File: src/rtl/asm_pkg.sv
// Purpose: shared constants and types for the asynchronous serial port, ten-bit frame mode
// Assumes: one 100 MHz system clock; timer 1 overflow arrives as a one-cycle tick on that clock
// Notes: register offsets are word indices on the plain register port
//
// Overview of operation
// - frame: start zero, eight data lsb first, stop one
// - transmit and receive run independently, full duplex
// - received stop bit stored in received extra bit
// - bit rate is overflow over 16 or 32
// - buffer register write starts one frame
// - first bit after first divide-by-16 rollover
// - later bits follow each later rollover
// - stop bit follows the eighth data bit
// - done flag set at tenth rollover after write
// - receiver idle unless receive enable set
// - reception starts on input falling edge
// - edge detector samples at sixteen times bit rate
// - start edge resets divide-by-16 counter at once
package asm_pkg;
   // ------------------------------------------------------------
   // register map
   // ------------------------------------------------------------
   localparam logic [1:0] ASM_ADDR_BUFFER = 2'h0;
   localparam logic [1:0] ASM_ADDR_CONTROL = 2'h1;
   // control register field positions
   localparam int ASM_CTL_TX_DONE = 0;
   localparam int ASM_CTL_RX_DONE = 1;
   localparam int ASM_CTL_EXTRA = 2;
   localparam int ASM_CTL_RX_EN = 4;
   localparam int ASM_CTL_DIV32 = 5;
   localparam int ASM_CTL_TX_BUSY = 6;
   localparam int ASM_CTL_RX_BUSY = 7;
   localparam logic [7:0] ASM_CTL_RESET = 8'h00;
   localparam logic [7:0] ASM_BUF_RESET = 8'h00;
   // ------------------------------------------------------------
   // timing
   // ------------------------------------------------------------
   localparam int ASM_DIV_BITS = 4;
   localparam logic [3:0] ASM_MID_SAMPLE = 4'h7;
   localparam logic [3:0] ASM_FRAME_BITS = 4'hA;
   localparam logic [3:0] ASM_DATA_BITS = 4'h8;
   // ------------------------------------------------------------
   // types
   // ------------------------------------------------------------
   typedef struct packed {
      logic [1:0] addr;
      logic [7:0] wdata;
      logic wr;
      logic rd;
   } asm_bus_req_t;
   typedef enum logic [1:0] {
      ASM_RX_IDLE = 2'b00,
      ASM_RX_START = 2'b01,
      ASM_RX_DATA = 2'b11,
      ASM_RX_STOP = 2'b10
   } asm_rx_state_t;
endpackage : asm_pkg

File: src/rtl/asm_tick_gen.sv
// Purpose: sixteen-times bit-rate tick from the timer 1 overflow
// Assumes: overflow is a one-cycle pulse in the system clock domain
// Notes: halving for the slow rate is a toggle, so ticks stay one cycle wide
`timescale 1ns/1ps
module asm_tick_gen (
   // clock and reset
   input wire logic sys_clk,
   input wire logic rst_n,
   // control
   input wire logic timer_ovf,
   input wire logic div32,
   // tick out
   output logic tick_x16
);
   import asm_pkg::*;
   logic half_reg;
   logic half_next;
   logic tick_reg;
   logic tick_next;

   always_comb begin
      half_next = half_reg;
      tick_next = 1'b0;
      if (timer_ovf) begin
         half_next = ~half_reg;
         tick_next = div32 ? half_reg : 1'b1;
      end
   end

   always_ff @(posedge sys_clk or negedge rst_n) begin
      if (!rst_n) begin
         half_reg <= 1'b0;
         tick_reg <= 1'b0;
      end else begin
         half_reg <= half_next;
         tick_reg <= tick_next;
      end
   end

   assign tick_x16 = tick_reg;
endmodule : asm_tick_gen

File: src/rtl/asm_serial_port.sv
// Purpose: full-duplex asynchronous serial port, ten-bit frames
// Assumes: serial input is asynchronous and passes two flip-flops first
// Notes: transmit and receive each keep their own divide-by-16 counter
//
// Implementation choices: the placing of the registers and the strobed register port.
`timescale 1ns/1ps
module asm_serial_port (
   // clock and reset
   input wire logic sys_clk,
   input wire logic rst_n,
   // register port
   input wire asm_pkg::asm_bus_req_t bus_req,
   output logic [7:0] rdata,
   // timer 1 overflow tick
   input wire logic timer_ovf,
   // serial pins
   input wire logic rxd,
   output logic txd
);
   import asm_pkg::*;

   // ------------------------------------------------------------
   // state
   // ------------------------------------------------------------
   logic tick;
   logic [1:0] rx_sync_reg;
   logic [7:0] rdata_reg, rdata_next;
   logic tx_done_reg, tx_done_next;
   logic rx_done_reg, rx_done_next;
   logic extra_reg, extra_next;
   logic rx_en_reg, rx_en_next;
   logic div32_reg, div32_next;
   logic [7:0] rx_buf_reg, rx_buf_next;
   // transmit
   logic [3:0] tx_div_reg, tx_div_next;
   logic tx_pend_reg, tx_pend_next;
   logic tx_busy_reg, tx_busy_next;
   logic [3:0] tx_cnt_reg, tx_cnt_next;
   logic [8:0] tx_sh_reg, tx_sh_next;
   logic txd_reg, txd_next;
   // receive
   asm_rx_state_t rx_st_reg, rx_st_next;
   logic [3:0] rx_div_reg, rx_div_next;
   logic [3:0] rx_cnt_reg, rx_cnt_next;
   logic [7:0] rx_sh_reg, rx_sh_next;
   logic rx_prev_reg, rx_prev_next;

   logic wr_buf, wr_ctl, rd_ctl;
   logic rx_in;
   logic [7:0] ctl_view;

   function automatic logic [3:0] inc4(input logic [3:0] v);
      inc4 = v + 4'h1;
   endfunction : inc4

   asm_tick_gen u_tick (
      .sys_clk(sys_clk),
      .rst_n(rst_n),
      .timer_ovf(timer_ovf),
      .div32(div32_reg),
      .tick_x16(tick)
   );

   // ------------------------------------------------------------
   // input synchroniser
   // ------------------------------------------------------------
   always_ff @(posedge sys_clk or negedge rst_n) begin
      if (!rst_n) begin
         rx_sync_reg <= 2'h3;
      end else begin
         rx_sync_reg <= {rx_sync_reg[0], rxd};
      end
   end
   assign rx_in = rx_sync_reg[1];

   // ------------------------------------------------------------
   // register access
   // ------------------------------------------------------------
   assign wr_buf = bus_req.wr && (bus_req.addr == ASM_ADDR_BUFFER);
   assign wr_ctl = bus_req.wr && (bus_req.addr == ASM_ADDR_CONTROL);
   assign rd_ctl = bus_req.rd && (bus_req.addr == ASM_ADDR_CONTROL);

   always_comb begin
      ctl_view = 8'h00;
      ctl_view[ASM_CTL_TX_DONE] = tx_done_reg;
      ctl_view[ASM_CTL_RX_DONE] = rx_done_reg;
      ctl_view[ASM_CTL_EXTRA] = extra_reg;
      ctl_view[ASM_CTL_RX_EN] = rx_en_reg;
      ctl_view[ASM_CTL_DIV32] = div32_reg;
      ctl_view[ASM_CTL_TX_BUSY] = tx_busy_reg | tx_pend_reg;
      ctl_view[ASM_CTL_RX_BUSY] = (rx_st_reg != ASM_RX_IDLE);
   end

   always_comb begin
      rdata_next = 8'h00;
      if (bus_req.rd && bus_req.addr == ASM_ADDR_BUFFER) begin
         rdata_next = rx_buf_reg;
      end else if (rd_ctl) begin
         rdata_next = ctl_view;
      end
   end

   // ------------------------------------------------------------
   // transmitter
   // ------------------------------------------------------------
   always_comb begin
      tx_div_next = tick ? inc4(tx_div_reg) : tx_div_reg;
      tx_pend_next = tx_pend_reg;
      tx_busy_next = tx_busy_reg;
      tx_cnt_next = tx_cnt_reg;
      tx_sh_next = tx_sh_reg;
      txd_next = txd_reg;
      tx_done_next = tx_done_reg;
      if (wr_ctl && !bus_req.wdata[ASM_CTL_TX_DONE]) begin
         tx_done_next = 1'b0;
      end
      if (wr_buf) begin
         tx_pend_next = 1'b1;
         tx_busy_next = 1'b0;
         tx_sh_next = {1'b1, bus_req.wdata};
         tx_cnt_next = 4'h0;
      end else if (tick && tx_div_reg == 4'hF) begin
         // rollover of the free-running counter paces every bit
         if (tx_pend_reg) begin
            tx_pend_next = 1'b0;
            tx_busy_next = 1'b1;
            txd_next = 1'b0;
            tx_cnt_next = 4'h1;
         end else if (tx_busy_reg) begin
            if (tx_cnt_reg == ASM_FRAME_BITS - 4'h1) begin
               // the stop bit goes out on the same rollover that raises the flag
               txd_next = tx_sh_reg[0];
               tx_busy_next = 1'b0;
               tx_done_next = 1'b1;
            end else begin
               txd_next = tx_sh_reg[0];
               tx_sh_next = {1'b1, tx_sh_reg[8:1]};
               tx_cnt_next = inc4(tx_cnt_reg);
            end
         end
      end
   end

   // ------------------------------------------------------------
   // receiver
   // ------------------------------------------------------------
   always_comb begin
      rx_st_next = rx_st_reg;
      rx_div_next = rx_div_reg;
      rx_cnt_next = rx_cnt_reg;
      rx_sh_next = rx_sh_reg;
      rx_buf_next = rx_buf_reg;
      rx_done_next = rx_done_reg;
      extra_next = extra_reg;
      rx_prev_next = rx_prev_reg;
      rx_en_next = rx_en_reg;
      div32_next = div32_reg;
      if (wr_ctl) begin
         rx_en_next = bus_req.wdata[ASM_CTL_RX_EN];
         div32_next = bus_req.wdata[ASM_CTL_DIV32];
         if (!bus_req.wdata[ASM_CTL_RX_DONE]) begin
            rx_done_next = 1'b0;
         end
      end
      if (tick) begin
         rx_prev_next = rx_in;
         rx_div_next = inc4(rx_div_reg);
      end
      if (!rx_en_reg) begin
         rx_st_next = ASM_RX_IDLE;
      end else if (tick) begin
         unique case (rx_st_reg)
            ASM_RX_IDLE: begin
               if (rx_prev_reg && !rx_in) begin
                  rx_div_next = 4'h0;
                  rx_st_next = ASM_RX_START;
               end
            end
            ASM_RX_START: begin
               if (rx_div_reg == ASM_MID_SAMPLE) begin
                  // a glitch that is high again mid bit is not a start
                  rx_st_next = rx_in ? ASM_RX_IDLE : ASM_RX_DATA;
                  rx_cnt_next = 4'h0;
               end
            end
            ASM_RX_DATA: begin
               if (rx_div_reg == ASM_MID_SAMPLE) begin
                  rx_sh_next = {rx_in, rx_sh_reg[7:1]};
                  rx_cnt_next = inc4(rx_cnt_reg);
                  if (rx_cnt_reg == ASM_DATA_BITS - 4'h1) begin
                     rx_st_next = ASM_RX_STOP;
                  end
               end
            end
            ASM_RX_STOP: begin
               if (rx_div_reg == ASM_MID_SAMPLE) begin
                  rx_buf_next = rx_sh_reg;
                  extra_next = rx_in;
                  rx_done_next = 1'b1;
                  rx_st_next = ASM_RX_IDLE;
               end
            end
         endcase
      end
   end

   // ------------------------------------------------------------
   // registers
   // ------------------------------------------------------------
   always_ff @(posedge sys_clk or negedge rst_n) begin
      if (!rst_n) begin
         rdata_reg <= ASM_BUF_RESET;
         tx_done_reg <= 1'b0;
         rx_done_reg <= 1'b0;
         extra_reg <= 1'b0;
         rx_en_reg <= ASM_CTL_RESET[ASM_CTL_RX_EN];
         div32_reg <= ASM_CTL_RESET[ASM_CTL_DIV32];
         rx_buf_reg <= ASM_BUF_RESET;
         tx_div_reg <= 4'h0;
         tx_pend_reg <= 1'b0;
         tx_busy_reg <= 1'b0;
         tx_cnt_reg <= 4'h0;
         tx_sh_reg <= 9'h1FF;
         txd_reg <= 1'b1;
         rx_st_reg <= ASM_RX_IDLE;
         rx_div_reg <= 4'h0;
         rx_cnt_reg <= 4'h0;
         rx_sh_reg <= 8'h00;
         rx_prev_reg <= 1'b1;
      end else begin
         rdata_reg <= rdata_next;
         tx_done_reg <= tx_done_next;
         rx_done_reg <= rx_done_next;
         extra_reg <= extra_next;
         rx_en_reg <= rx_en_next;
         div32_reg <= div32_next;
         rx_buf_reg <= rx_buf_next;
         tx_div_reg <= tx_div_next;
         tx_pend_reg <= tx_pend_next;
         tx_busy_reg <= tx_busy_next;
         tx_cnt_reg <= tx_cnt_next;
         tx_sh_reg <= tx_sh_next;
         txd_reg <= txd_next;
         rx_st_reg <= rx_st_next;
         rx_div_reg <= rx_div_next;
         rx_cnt_reg <= rx_cnt_next;
         rx_sh_reg <= rx_sh_next;
         rx_prev_reg <= rx_prev_next;
      end
   end

   assign rdata = rdata_reg;
   assign txd = txd_reg;
endmodule : asm_serial_port

File: config.mk
export PLATFORM = sky130hd
export DESIGN_NAME = asm_serial_port
export DESIGN_NICKNAME = d
export VERILOG_FILES = /design/src/rtl/asm_pkg.sv /design/src/rtl/asm_tick_gen.sv /design/src/rtl/asm_serial_port.sv
export SDC_FILE = /design/constraint.sdc
export NUM_CORES = 1
export LEC_CHECK = 0
export BUFFER_PORTS_ARGS = -buffer_cell sky130_fd_sc_hd__buf_2
export CORE_ASPECT_RATIO = 1.25
export CORE_UTILIZATION = 53
export DETAILED_ROUTE_END_ITERATION = 10
export PLACE_DENSITY_LB_ADDON = 0.08
export SKIP_LAST_GASP = 1
export SLEW_MARGIN = 25
export SYNTH_ARGS = -nofsm -noshare
export SYNTH_HDL_FRONTEND = slang
export SYNTH_SLANG_ARGS = --single-unit
File: constraint.sdc
create_clock -name sys_clk -period 1.8 [get_ports sys_clk]
set_input_delay 0.09 -clock sys_clk [delete_from_list [all_inputs] [get_ports sys_clk]]
set_output_delay 0.09 -clock sys_clk [all_outputs]
set_load 0.01 [all_outputs]
* Word-level counts from Yosys, hierarchy flattened
Index checks and enable logic that the tools add are counted.
** Cells by class
- $add $sub $neg :: 4
- Equality and inequality tests :: 19
- Multiplexer cells :: 52
- Bitwise operators :: 3
- Reductions and logical operators :: 24
** Operator list (count)
- $mux W4 :: 12
- $mux W9 :: 5
- $mux W1 :: 23
- $ne A3 B3 Y1 const B :: 6
- $add A4 B1 Y4 const B :: 4
- $mux W2 :: 8
- $mux W8 :: 2
- $reduce_and A4 Y1 :: 3
- $reduce_bool A2 Y1 :: 5
- $eq A4 B3 Y1 const B :: 2
- $eq A4 B4 Y1 const B :: 2
- $pmux W2 S4 :: 1
- $pmux W4 S2 :: 1
- $logic_and A1 B1 Y1 :: 7
- $ne A2 B2 Y1 const B :: 3
- $reduce_and A3 Y1 :: 2
- $reduce_and A6 Y1 :: 1
- $reduce_and A5 Y1 :: 1
- $eq A2 B1 Y1 const B :: 2
- $eq A2 B2 Y1 const B :: 2
- $logic_not A2 Y1 :: 2
- $ne A2 B1 Y1 const B :: 2
- $reduce_bool A3 Y1 :: 1
- $logic_not A1 Y1 :: 2
- other kinds (2) :: 3
** Storage, ports and cells
- Register bits after elaboration :: 64
- Bits of input ports :: 16
- Output and inout port bits :: 9
- Word-level logic and storage cells :: 123

* Depth between registers and ports, before layout
Gate-level depths: netlist (run 1).
- Word-level depth :: 9
- Mapped depth :: 7
- Depth with buffers taken out :: 6

* Hierarchy
A second synthesis (run 1) with hierarchy kept.
** Unflattened totals
- Cells, all modules :: 235
- Area total of the unflattened synthesis :: 2793.9 µm²
** Modules (own cells, without submodules)
- asm_serial_port :: instances 1, cells each 230, area each 2723.9 µm², seq. area each 1541.5 µm²
- asm_tick_gen :: instances 1, cells each 5, area each 70.1 µm², seq. area each 50.0 µm²

* Worst setup path after synthesis (run 1)
Ideal clock, no wire load.
- Path kind :: reg2reg
- Start :: reg tx_div_reg[0]
- End :: reg tx_cnt_reg[2]
- Setup time :: 71 ps
- Data arrival time :: 1684 ps
- Required time :: 1729 ps
- Path slack :: 45 ps
- Cell stages (with the launch flop) :: 7
- Path buffers :: 1
- Period minus slack after synthesis :: 1755 ps
- Cells stage by stage :: dfrtp_1 ha_1 nand4_4 or4_4 buf_6 o31a_1 nor2_1
** Between the ends
- Longest elaborated chain between the ends :: 4
** Ends and longest elaborated chain
- start: declaration :: line asm_serial_port.sv:35 : logic [3:0] tx_div_reg, tx_div_next;
- start signal: assignment :: line asm_serial_port.sv:238 : tx_div_reg <= tx_div_next;
- $eq A4 B4 Y1 :: line asm_serial_port.sv:122 : end else if (tick && tx_div_reg == 4'hF) begin
- $logic_and A1 B1 Y1 :: line asm_serial_port.sv:122
- $reduce_bool A2 Y1 (no source line)
- $reduce_and A3 Y1 (no source line)
- end signal: assignment :: line asm_serial_port.sv:241 : tx_cnt_reg <= tx_cnt_next;
- end: declaration :: line asm_serial_port.sv:38 : logic [3:0] tx_cnt_reg, tx_cnt_next;
Every way passes these cells.
A chain may end at the register's enable or synchronous reset.

* Final worst setup path (run 1)
- Start :: reg tx_div_reg[1]
- End :: reg tx_cnt_reg[2]
Same word-level chain as after synthesis.

==> results.txt, run 1 <==
----------------------------------------------------
[Status]
  Status ... finished, final reports clean

[Placement]
  Number of placed instances with taps included ... roughly 320
  Total placed instance area ... roughly 0.0031 sq mm
  HPWL after detailed placement ... ~3.5 mm
  Quantity of I/O buffers inserted on ports ... 24
  Worst setup slack before clock tree synthesis ... roughly 0.043 ns
  RePlAce Congestion ... 0.8031

[Worst setup path]
  CP Capture Type ... register
  Category of the worst setup path launch point ... register
  Worst setup startpoint ... tx_div_reg[1]
  Maximum net fanout on the critical path ... 6
  Family with the most delay on the worst path ... simple AND/OR/NAND/NOR gates
  Maximum single-stage delay on the critical path ... 0.61 ns
  Critical path's slowest cell ... sky130_fd_sc_hd__or4_4
  Worst EP required ... around 2.1 ns
  Crit path kind ... register to register
  Data arrival time of the critical path ... 2.01 ns
  CP Cell Sequence ... ha_4, nand4_4, or4_4, o31a_1, nor2_1
  Startpoint of the worst-slack reg-to-reg timing path ... tx_div_reg[1]
  Number of buffer and inverter stages on the critical path ... 0

[Yosys]
  Proportion of synthesized chip area in sequential cells ... 0.5704
  Syn_nets ... roughly 260
  Share of flip-flops with an asynchronous set or reset ... 1.000
  Count of distinct cell types in the synthesized netlist ... 48
  Netlist area before placement ... approximately 0.0028 sq mm
  Number of enable flip-flop cells after synthesis ... 0
  Number of standard cells after synthesis ... about 240
  Most used DFF post-synth ... sky130_fd_sc_hd__dfrtp_1
  Mean post-synth cell area ... between 10 and 15 sq um
  Seq cells post-synth ... 63
  Yosys warning total ... 0

[STA]
  Remaining max-slew budget at the tightest pin ... 0.6517
  Highest Clock Rate ... approximately 570 MHz
  Post-route setup TNS ... 0 ns
  RSZ-0062 raised after global routing ... no
  Transition time at the pin with the least slew margin ... between 0.5 and 0.6 ns
  Final number of setup-violating endpoints ... 0
  Post-route clock skew ... between 0.008 and 0.009 ns
  Max Transition Viols Final ... 0
  Post-layout minimum cycle time ... between 1.5 and 2 ns
  Part of the cycle the worst path needs ... 0.9663
  Hold Vio Cnt, Final ... 0
  Worst setup margin ... slightly above 0.06 ns

[Pwr]
  Sequential Power Share ... 0.455
  Sw power ... ~1100 uW
  Cell leakage power ... around 0.0016 uW
  Power per unit of standard cell area ... 1199 mW/mm^2
  Switching Share ... 0.2699
  Maximum vdd ir drop ... between 0.7 and 0.8 mV
  Proportion of power drawn by the clock network ... 0.357
  Internal power of the cells ... 2973 uW
  Combinational fraction of design power ... 0.188

[Clock tree]
  Clock slew at reported path FFs ... 0.07 ns
  CTS max path bufs ... 2
  Number of clock sinks ... 63
  TritonCTS buffer count ... 9
  Source-to-sink clock delay at the later pin of the worst-skew pair ... roughly 0.34 ns
  H-tree level count ... 3
  CTS Root Cell ... sky130_fd_sc_hd__clkbuf_8
  Clock tree from TritonCTS ... built

[Final layout]
  Area occupied by multi-input gates ... about 0.0011 sq mm
  Filler-free cell count of the finished design ... roughly 350
  Share of cells above drive strength 1 ... 0.3484
  Antenna cells ... 0
  Fill cell instance count of the final layout ... 398
  Most common cell after layout, fill and taps aside ... sky130_fd_sc_hd__dfrtp_1
  Commonest cells after routing, fill and taps aside ... sky130_fd_sc_hd__dfrtp_1 (51), sky130_fd_sc_hd__nor2_1 (24), sky130_fd_sc_hd__buf_2 (24)
  Area occupied by registers ... ~0.0016 sq mm
  Final design area excluding fillers ... 0.003397 sq mm
  Count of nets after finishing ... between 300 and 400
  Synthesis-to-layout area growth ... 21.75%

[Routing]
  Total via count after detailed routing ... around 1900
  Mean number of vias per cell ... around 5.5
  Wire length reported by the detailed router ... about 5.2 mm
  Violation count after the first detailed-route iteration ... between 100 and 150
  DRC errors left ... 0
  First-pass iteration count of the detailed router ... 4
  Wire length per cell after detailed routing ... roughly 15 um
  Antenna-violating nets left ... 0

[Floorplan]
  Die extent in x ... about 67 um
  Number of placement rows ... 29
  Die area ... between 0.005 and 0.006 sq mm
  Die outline height ... between 80 and 90 um
  Placeable Area ... just over 0.005 sq mm
  Number of top-level pins ... 25
  Initial core utilization ... 0.5493

[Min path]
  Worst hold path type ... input pin to register
  Startpoint of the most critical hold path ... bus_req[5]

[Global routing]
  Grt ovf ... 0
  Global-route wire length before repair ... ~8.7 mm
  Vias in the first global route ... between 1500 and 2000
  Antenna violations before repair ... 0
  GRT Resource Usage Total ... 0.2108
  Pin count of the biggest net entering global routing ... 43

[Run]
  Max-cap violations ... 0

----------------------------------------------------
[through the flow]
step                hold WS (ns)  power [uW]    util
floorplan                -0.2056        2288       -
global placement         0.09280        2558  0.6017
detailed placement       0.09482        2584  0.6017
CTS                   0.00001063        4064  0.6640
global route            0.003845        4285  0.6687
finish                  0.007180        4072  0.6687
[area by class of cell]
class,count,share of cell area
multi-input combinational,156,0.3378
inverter,5,0.005525
tap,62,0.02284
clock buffer,10,0.03757
sequential,63,0.4685
clock inverter,6,0.03204
timing repair buffer,47,0.09576
[metal layers]
metal	vias to the layer above	global-route usage	part of all wire
li1	937	-	-
met2	23	0.3343	0.50
met5	-	0	0
met3	8	0.04258	0.030
met4	0	0.1083	0.014
met1	953	0.2670	0.46
[tightest hold or removal path: stages]
cell	delay [ns]
sky130_fd_sc_hd__buf_2	0.10
sky130_fd_sc_hd__nor2_1	0.10
sky130_fd_sc_hd__a21oi_1	0.05
[power by group through the flow]
stage	Clock (uW)	Sequential (uW)	Combinational (uW)
after floorplan	0	1830	455
after global placement	0	1860	702
after detailed placement	0	1860	725
after CTS	1490	1840	740
after global routing	1550	1880	857
final	1450	1850	764
[what timing repair did]
item                                   in CTS  in global routing
setup buffers                               0                  0
setup endpoints to repair                   0                  6
endpoints found under the hold margin      19                  0
gates resized for setup                     0                  3
hold buffers                                8                  0
[path summary, 6_finish.rpt]
kind,slack [ns],endpoint,cells after the start
hold reg to reg,0.36,rx_sync_reg[1],0
setup reg to reg,0.06,tx_cnt_reg[2],5
setup / recovery,0.06,tx_cnt_reg[2],5
hold / removal,0.007,tx_sh_reg[3],3
min in group asynchronous,0.26,tx_done_reg,2
max in group asynchronous,0.88,rx_prev_reg,3
[synth_stat cells, types with 2 or more instances]
cell                       number  share of area
sky130_fd_sc_hd__dfrtp_1       51           0.46
sky130_fd_sc_hd__nor2_1        24          0.032
sky130_fd_sc_hd__mux2_2        22          0.089
sky130_fd_sc_hd__nand2_1       18          0.024
sky130_fd_sc_hd__a21oi_1       12          0.022
sky130_fd_sc_hd__dfstp_2       12           0.11
sky130_fd_sc_hd__mux2i_1       12          0.043
sky130_fd_sc_hd__o21ai_0        9          0.016
sky130_fd_sc_hd__clkbuf_1       8          0.011
sky130_fd_sc_hd__ha_1           5          0.022
sky130_fd_sc_hd__inv_1          5         0.0067
sky130_fd_sc_hd__nand2b_1       4         0.0090
sky130_fd_sc_hd__nand3b_1       4          0.011
sky130_fd_sc_hd__a211oi_1       2         0.0054
sky130_fd_sc_hd__a21boi_0       2         0.0054
sky130_fd_sc_hd__a22o_1         2         0.0063
sky130_fd_sc_hd__and3_1         2         0.0045
sky130_fd_sc_hd__buf_1          2         0.0027
sky130_fd_sc_hd__nand3_1        2         0.0036
sky130_fd_sc_hd__nand4_1        2         0.0045
sky130_fd_sc_hd__nor3_1         2         0.0036
sky130_fd_sc_hd__nor3b_1        2         0.0054
sky130_fd_sc_hd__o221a_2        2         0.0081
sky130_fd_sc_hd__o22ai_1        2         0.0045
sky130_fd_sc_hd__o41ai_1        2         0.0063
sky130_fd_sc_hd__xnor2_1        2         0.0063
sky130_fd_sc_hd__xor2_1         2         0.0063
[cells by family after synthesis]
logic type                 after synthesis  synth area share
and+or+nand+nor                         71            0.1395
buffers and inverters                   17           0.02691
DFF                                     63            0.5704
xor gates and xnor gates                 4           0.01256
AOI/OAI and AO/OA                       41           0.09642
adders and majority gates                5           0.02242
muxes                                   34            0.1318
No activity file was read; power rests on OpenSTA's default activity.
==> run 2: changes to the inputs <==
--- a/config.mk
+++ b/config.mk
@@ -9,6 +9,7 @@
 export CORE_ASPECT_RATIO = 1.25
 export CORE_UTILIZATION = 53
 export DETAILED_ROUTE_END_ITERATION = 10
+export MAX_ROUTING_LAYER = met4
 export PLACE_DENSITY_LB_ADDON = 0.08
 export SKIP_LAST_GASP = 1
 export SLEW_MARGIN = 25
==> run 2 against run 1 <==
Against the previous run: critical endpoint unchanged; sequential power about the same; largest power group unchanged; register-to-register slack about the same; global-route usage up 0.62 points; first-iteration DRC count increased by 1.4%; clock-buffer cell count did not move; routed wire length up 0.15%.
==> results.txt, run 2 (synthesized netlist as in run 1, its figures left out) <==
----------------------------------------------------
[Status]
  Status ... finished, final reports clean

[Worst setup path]
  Critical path's slowest cell ... sky130_fd_sc_hd__or4_4
  Data arrival time of the critical path ... 2.01 ns (about the same)
  Maximum single-stage delay on the critical path ... 0.61 ns (about the same)
  CP Cell Sequence ... ha_4, nand4_4, or4_4, o31a_1, nor2_1
  CP Capture Type ... register
  Startpoint of the worst-slack reg-to-reg timing path ... tx_div_reg[1]
  Flop-to-flop setup slack ... 0.06 ns (about the same)
  Reg-to-reg endpoint ... tx_cnt_reg[2]
  Worst setup startpoint ... tx_div_reg[1]
  Maximum net fanout on the critical path ... 6 (unchanged)
  Family with the most delay on the worst path ... simple AND/OR/NAND/NOR gates
  FF-to-FF path depth ... 5 (unchanged)
  Number of buffer and inverter stages on the critical path ... 0 (unchanged)
  Worst EP required ... 2.07 ns (about the same)
  Crit path kind ... register to register
  Category of the worst setup path launch point ... register

[Floorplan]
  Initial core utilization ... 0.5493 (unchanged)
  Placeable Area ... 0.005080 sq mm (unchanged)
  Die outline height ... 83.12 um (unchanged)
  Number of top-level pins ... 25 (unchanged)
  Die extent in x ... 66.90 um (unchanged)
  Number of placement rows ... 29 (unchanged)
  Die area ... 0.005560 sq mm (unchanged)

[Final layout]
  Count of nets after finishing ... 303 (unchanged)
  Fill cell instance count of the final layout ... 398 (unchanged)
  Most common cell after layout, fill and taps aside ... sky130_fd_sc_hd__dfrtp_1
  Antenna cells ... 0 (unchanged)
  Commonest cells after routing, fill and taps aside ... sky130_fd_sc_hd__dfrtp_1 (51), sky130_fd_sc_hd__nor2_1 (24), sky130_fd_sc_hd__buf_2 (24)
  Share of cells above drive strength 1 ... 0.3484 (unchanged)
  Area occupied by multi-input gates ... 0.001147 sq mm (unchanged)
  Synthesis-to-layout area growth ... 21.75% (unchanged)
  Area occupied by registers ... 0.001592 sq mm (unchanged)

[Placement]
  HPWL after detailed placement ... 3.511 mm (unchanged)
  Quantity of I/O buffers inserted on ports ... 24 (unchanged)
  RePlAce Congestion ... 0.8147 (+1.4%)

[STA]
  Transition time at the pin with the least slew margin ... 0.5224 ns (+0.00001723 ns)
  RSZ-0062 raised after global routing ... no
  Post-route clock skew ... 0.008556 ns (-0.0001415 ns)
  Remaining max-slew budget at the tightest pin ... 0.6517 (about the same)
  Final number of setup-violating endpoints ... 0 (unchanged)
  Post-route setup TNS ... 0 ns (unchanged)
  Highest Clock Rate ... 574.4 MHz (-0.10%)
  Post-layout minimum cycle time ... 1.741 ns (+0.001769 ns)
  Hold Vio Cnt, Final ... 0 (unchanged)
  Hold Worst Slack ... 0.005587 ns (-0.001594 ns)
  Max Transition Viols Final ... 0 (unchanged)
  Part of the cycle the worst path needs ... 0.9672 (+0.0009829)

[Routing]
  Total via count after detailed routing ... 1928 (+0.36%)
  DRC errors left ... 0 (unchanged)
  Antenna-violating nets left ... 0 (unchanged)
  First-pass iteration count of the detailed router ... 4 (unchanged)
  Wire length per cell after detailed routing ... 15.06 um (+0.15%)
  Mean number of vias per cell ... 5.524 (+0.36%)
  Violation count after the first detailed-route iteration ... 144 (+1.4%)
  Wire length reported by the detailed router ... 5.257 mm (+0.15%)

[Clock tree]
  H-tree level count ... 3 (unchanged)
  CTS max path bufs ... 2 (unchanged)
  Source-to-sink clock delay at the later pin of the worst-skew pair ... 0.34 ns (about the same)
  Number of buffers inserted by post-CTS setup repair ... 0 (unchanged)
  CTS Root Cell ... sky130_fd_sc_hd__clkbuf_8
  Clock tree from TritonCTS ... built
  Clock slew at reported path FFs ... 0.07 ns (about the same)
  Number of clock sinks ... 63 (unchanged)
  TritonCTS buffer count ... 9 (unchanged)

[Min path]
  Worst hold path type ... input pin to register
  WHS Path Cells ... 3 (unchanged)
  Worst hold endpoint ... tx_sh_reg[3]
  Startpoint of the most critical hold path ... bus_req[5]

[Global routing]
  Global-route wire length before repair ... 8.700 mm (+0.23%)
  Antenna violations before repair ... 0 (unchanged)
  Grt ovf ... 0 (unchanged)
  Pin count of the biggest net entering global routing ... 43 (unchanged)
  Vias in the first global route ... 1967 (unchanged)
  GRT Resource Usage Total ... 0.2170 (+0.006208)

[Pwr]
  Power per unit of standard cell area ... 1199 mW/mm^2 (about the same)
  Cell leakage power ... 0.001637 uW (unchanged)
  Maximum vdd ir drop ... 0.7064 mV (about the same)

[Run]
  Max-cap violations ... 0 (unchanged)

----------------------------------------------------
run 2: cell counts in the layout (fill, tap and decap cells not counted):
Identical to the previous run, type by type.
run 2: cell type report:
cell class,instances,area share
Sequential cell,63,0.4685
Multi-Input combinational cell,156,0.3378
Timing Repair Buffer,47,0.09576
Clock buffer,10,0.03757
Clock inverter,6,0.03204
Tap cell,62,0.02284
Inverter,5,0.005525
run 2: metal layers:
| metal | GRT usage | vias up | part of all wire |
|---|---|---|---|
| met4 | 0.1083 | 0 | 0.017 |
| met3 | 0.04258 | 9 | 0.030 |
| met1 | 0.2670 | 956 | 0.46 |
| met5 | - | - | 0 |
| met2 | 0.3352 | 26 | 0.50 |
| li1 | - | 937 | - |
run 2: where the power goes:
part	internal (uW)	switching (uW)
logic	398	365
registers	1660	198
clock network	917	538
run 2: worst register-to-register path, delay by kind of cell, from the launching register on:
family          cells  cell delay (ns)
simple gates        3             0.83
fa+ha+maj           1             0.17
flops               1             0.42
compound gates      1             0.26
run 2: per-stage QoR:
| stage | utilization | cell area, sq um | worst slack, ns | cells | power, uW |
|---|---|---|---|---|---|
| 6_report | 0.6687 | 3397 | 0.05897 | 349 | 4073 |
| 5_1_grt | 0.6687 | 3397 | 0.001740 | 349 | 4285 |
| 4_1_cts | 0.6640 | 3373 | 0.02723 | 348 | 4064 |
| 3_5_place_dp | 0.6017 | 3057 | 0.04328 | 324 | 2584 |
| 3_3_place_gp | 0.6017 | 3057 | 0.08587 | 324 | 2558 |
| 2_1_floorplan | - | 2790 | 0.04481 | 235 | 2288 |
run 2: worst max path at each step:
stage	to	slack, ns	cells after the start
after global routing	tx_cnt_reg[2]	0.002	5
after CTS	tx_cnt_reg[2]	0.03	5
after detailed placement	tx_cnt_reg[2]	0.04	5
after global placement	tx_cnt_reg[2]	0.09	5
final	tx_cnt_reg[2]	0.06	5
after floorplan	tx_cnt_reg[2]	0.04	6
run 2: what timing repair did:
action                                  in CTS  in global routing
endpoints found under the setup margin       0                  6
gates resized for setup                      0                  3
hold buffers                                 8                  0
hold endpoints to repair                    19                  0
==> run 3: changes to the inputs <==
--- a/config.mk
+++ b/config.mk
@@ -15,4 +15,5 @@
 export SLEW_MARGIN = 25
 export SYNTH_ARGS = -nofsm -noshare
 export SYNTH_HDL_FRONTEND = slang
+export SYNTH_HIERARCHICAL = 1
 export SYNTH_SLANG_ARGS = --single-unit
==> constraint.sdc (replaced) <==
create_clock -name sys_clk -period 1.8 [get_ports sys_clk]
set_input_delay 0.09 -clock sys_clk [delete_from_list [all_inputs] [get_ports sys_clk]]
set_output_delay 0.09 -clock sys_clk [all_outputs]
set_load 0.05 [all_outputs]
==> run 3 against run 2 <==
Against the previous run: clock-buffer cell count shrank 1; sequential share of layout area grew 1.3 points; sequential power is essentially flat; power shrank 8.9%; flip-flop and latch count is the same; clock skew is essentially flat; worst hold slack gained 0.0057 ns; clock power shrank 16%; synthesized cell count is the same; maximum frequency grew 2.9%; final cell count shrank 1.7%; largest power group unchanged.
==> results.txt, run 3 <==
----------------------------------------------------
[Clock tree]
  Clock slew at reported path FFs ... 0.07 ns (about the same)
  CTS Root Cell ... sky130_fd_sc_hd__clkbuf_8
  TritonCTS buffer count ... 9 (unchanged)
  CTS max path bufs ... 2 (unchanged)
  Number of clock sinks ... 63 (unchanged)
  H-tree level count ... 3 (unchanged)
  Number of buffers inserted by post-CTS setup repair ... 0 (unchanged)
  Source-to-sink clock delay at the later pin of the worst-skew pair ... 0.35 ns (about the same)
  Clock tree from TritonCTS ... built

[STA]
  Transition time at the pin with the least slew margin ... 0.3749 ns (-0.1475 ns)
  Post-layout minimum cycle time ... 1.692 ns (-0.04865 ns)
  RSZ-0062 raised after global routing ... no
  Part of the cycle the worst path needs ... 0.9402 (-0.02703)
  Post-route clock skew ... 0.008326 ns (-0.0002299 ns)
  Max Transition Viols Final ... 0 (unchanged)
  Remaining max-slew budget at the tightest pin ... 0.7489 (+0.09721)
  Final number of setup-violating endpoints ... 0 (unchanged)
  Hold Vio Cnt, Final ... 0 (unchanged)
  Highest Clock Rate ... 590.9 MHz (+2.9%)
  Post-route setup TNS ... 0 ns (unchanged)

[Yosys]
  Yosys warning total ... 6 (+6)
  Area share of xor/xnor cells in the synthesized design ... 0.01254 (-0.00001687)
  Dominant cell type by area after synthesis ... sky130_fd_sc_hd__dfrtp_1
  Simple-gate portion of the synthesized area ... 0.1335 (-0.006009)
  Number of standard cells after synthesis ... 235 (unchanged)
  Most repeated cell in the gate-level netlist after synthesis ... sky130_fd_sc_hd__dfrtp_1
  Arithmetic-cell share of the synthesized area counting full adders, half adders and majority gates ... 0.02239 (-0.00003012)
  Mean post-synth cell area ... 11.89 sq um (+0.13%)
  Number of enable flip-flop cells after synthesis ... 0 (unchanged)
  Post-synthesis mux area share ... 0.1281 (-0.003760)
  Share of flip-flops with an asynchronous set or reset ... 1.000 (unchanged)
  Syn_nets ... 256 (unchanged)
  Most used DFF post-synth ... sky130_fd_sc_hd__dfrtp_1
  Largest cells by area after synthesis ... sky130_fd_sc_hd__dfrtp_1 (46%), sky130_fd_sc_hd__dfstp_2 (11%), sky130_fd_sc_hd__mux2_2 (8.9%)
  Leading post-synthesis cells by instance count ... sky130_fd_sc_hd__dfrtp_1 (51), sky130_fd_sc_hd__mux2_2 (22), sky130_fd_sc_hd__nand2_1 (22)
  Dominant combinational cell family by area after synthesis ... simple AND/OR/NAND/NOR gates
  Netlist area before placement ... 0.002794 sq mm (+0.13%)
  Compound-gate portion of the synthesized area ... 0.1061 (+0.009723)
  Count of distinct cell types in the synthesized netlist ... 47 (-2.1%)
  Proportion of synthesized chip area in sequential cells ... 0.5696 (-0.0007663)
  Area fraction of the dominant cell type after synthesis ... 0.4568 (-0.0006145)
  Seq cells post-synth ... 63 (unchanged)

[Routing]
  Wire length reported by the detailed router ... 5.162 mm (-1.8%)
  Total via count after detailed routing ... 1894 (-1.8%)
  Antenna-violating nets left ... 0 (unchanged)
  Mean number of vias per cell ... 5.522 (about the same)
  Violation count after the first detailed-route iteration ... 148 (+2.8%)
  DRC errors left ... 0 (unchanged)
  First-pass iteration count of the detailed router ... 4 (unchanged)
  Wire length per cell after detailed routing ... 15.05 um (about the same)

[Run]
  Max-cap violations ... 0 (unchanged)

[Floorplan]
  Placeable Area ... 0.005080 sq mm (unchanged)
  Die area ... 0.005568 sq mm (+0.13%)
  Die outline height ... 83.18 um (about the same)
  Initial core utilization ... 0.5500 (+0.0007390)
  Number of placement rows ... 29 (unchanged)
  Die extent in x ... 66.94 um (about the same)
  Number of top-level pins ... 25 (unchanged)

[Global routing]
  GRT met3 Usage ... 0.04121 (-0.001374)
  Met2 usage ... 0.3076 (-0.02755)
  Pin count of the biggest net entering global routing ... 64 (+49%)
  Antenna violations before repair ... 0 (unchanged)
  Grt ovf ... 0 (unchanged)
  GRT Resource Usage Total ... 0.2154 (-0.001606)
  Met1 Use GR ... 0.2734 (+0.006366)
  Grt peak-use layer ... met2
  Vias in the first global route ... 1814 (-7.8%)
  Global-route wire length before repair ... 8.480 mm (-2.5%)

[Pwr]
  Total design power ... 3711 uW (-8.9%)
  Maximum vdd ir drop ... 0.8209 mV (+16%)
  Power per unit of standard cell area ... 1124 mW/mm^2 (-6.3%)
  Cell leakage power ... 0.001528 uW (-6.7%)

[Final layout]
  Post-Route Utilization ... 0.6500 (-0.01872)
  Filler-free cell count of the finished design ... 343 (-1.7%)
  Share of cells above drive strength 1 ... 0.3488 (about the same)
  Synthesis-to-layout area growth ... 18.18%
  Count of nets after finishing ... 297 (-2.0%)
  Most common cell after layout, fill and taps aside ... sky130_fd_sc_hd__dfrtp_1
  Commonest cells after routing, fill and taps aside ... sky130_fd_sc_hd__dfrtp_1 (51), sky130_fd_sc_hd__buf_2 (25), sky130_fd_sc_hd__nand2_1 (22), sky130_fd_sc_hd__mux2_2 (22), sky130_fd_sc_hd__o21ai_0 (21)
  Antenna cells ... 0 (unchanged)

[Status]
  Status ... finished, final reports clean

[Placement]
  Quantity of I/O buffers inserted on ports ... 24 (unchanged)
  RePlAce Congestion ... 0.7592 (-6.8%)
  HPWL after detailed placement ... 3.280 mm (-6.6%)
  Number of placed instances with taps included ... 322 (-0.62%)

[Worst setup path]
  CP Capture Type ... register
  Data arrival time of the critical path ... 1.93 ns (-0.08 ns)
  Maximum net fanout on the critical path ... 5 (-1)
  Worst EP required ... 2.04 ns (-0.03 ns)
  Crit path kind ... register to register
  CP Cell Sequence ... ha_1, nand4b_2, buf_4, or2_2, a22o_1
  Critical path's slowest cell ... sky130_fd_sc_hd__dfrtp_1
  Maximum single-stage delay on the critical path ... 0.39 ns (-0.22 ns)
  Category of the worst setup path launch point ... register

[Min path]
  Worst hold path type ... input pin to register

----------------------------------------------------
-- run 3: cell count changes after synthesis, sizes merged, moves of 2 or more --
cell and change:
a211oi +2, o21ai +12, or4 -2, a21oi -5, a41oi +2, nand2 +4, clkbuf -3, nor2 -8
nand2b -2, buf +2
-- run 3: cell type report --
class	count	area, sq um
fill	419	1778
sequential	63	1592
multi-input combinational	155	1132
timing repair buffer	41	280.3
clock buffer	9	123.9
tap	62	77.57
clock inverter	7	73.82
inverter	6	22.52
-- run 3: report_power, final --
part | internal, uW | switching, uW | total, uW
logic | 297 | 335 | 632
clock network | 637 | 583 | 1220
registers | 1670 | 192 | 1860
total | 2600 | 1110 | 3710
-- run 3: layer usage --
metal	vias up	wire [um]	part of all wire
met3	12	148	0.029
met4	0	165	0.032
met5	-	0	0
met1	935	2444	0.47
li1	914	-	-
met2	33	2403	0.47
-- run 3: final timing paths --
check	from	slack, ns	endpoint	cells after the start
min reg2reg	rx_sync_reg[0]	0.36	rx_sync_reg[1]	0
min	bus_req[6]	0.01	rx_en_reg	2
max in group asynchronous	rst_n	1.19	tx_sh_reg[7]	3
max reg2reg	register	0.11	rx_cnt_reg[3]	5
min in group asynchronous	rst_n	0.26	tx_cnt_reg[3]	3
max	register	0.11	rx_cnt_reg[3]	5
-- run 3: critical path: cells and delay by family (launching register included) --
family	cells	cell delay, ns
adders and majority gates	1	0.22
buffers and inverters	1	0.21
and+or+nand+nor	2	0.53
AOI/OAI and AO/OA	1	0.24
DFF	1	0.39
-- run 3: timing repair --
item	in CTS	in global routing
setup endpoints to repair	0	3
endpoints found under the hold margin	55	0
hold buffers	4	0
gates resized for setup	0	2
-- run 3: kinds of logic (layout without fill, tap and decap cells) --
group / Yosys count / after routing
and+or+nand+nor: 66 / 66
xor gates and xnor gates: 4 / 4
muxes: 33 / 33
AOI/OAI and AO/OA: 47 / 47
buffers and inverters: 17 / 63
DFF: 63 / 63
adders and majority gates: 5 / 5
-- run 3: metrics by stage --
stage / area [sq um] / hold slack [ns] / setup slack [ns]
after floorplan: 2794 / -0.2056 / 0.1393
after global placement: 3052 / 0.1262 / 0.1391
after detailed placement: 3052 / 0.1291 / 0.1135
after CTS: 3289 / 0.003916 / 0.09574
after global routing: 3302 / 0.006347 / 0.02175
final: 3302 / 0.01125 / 0.1076
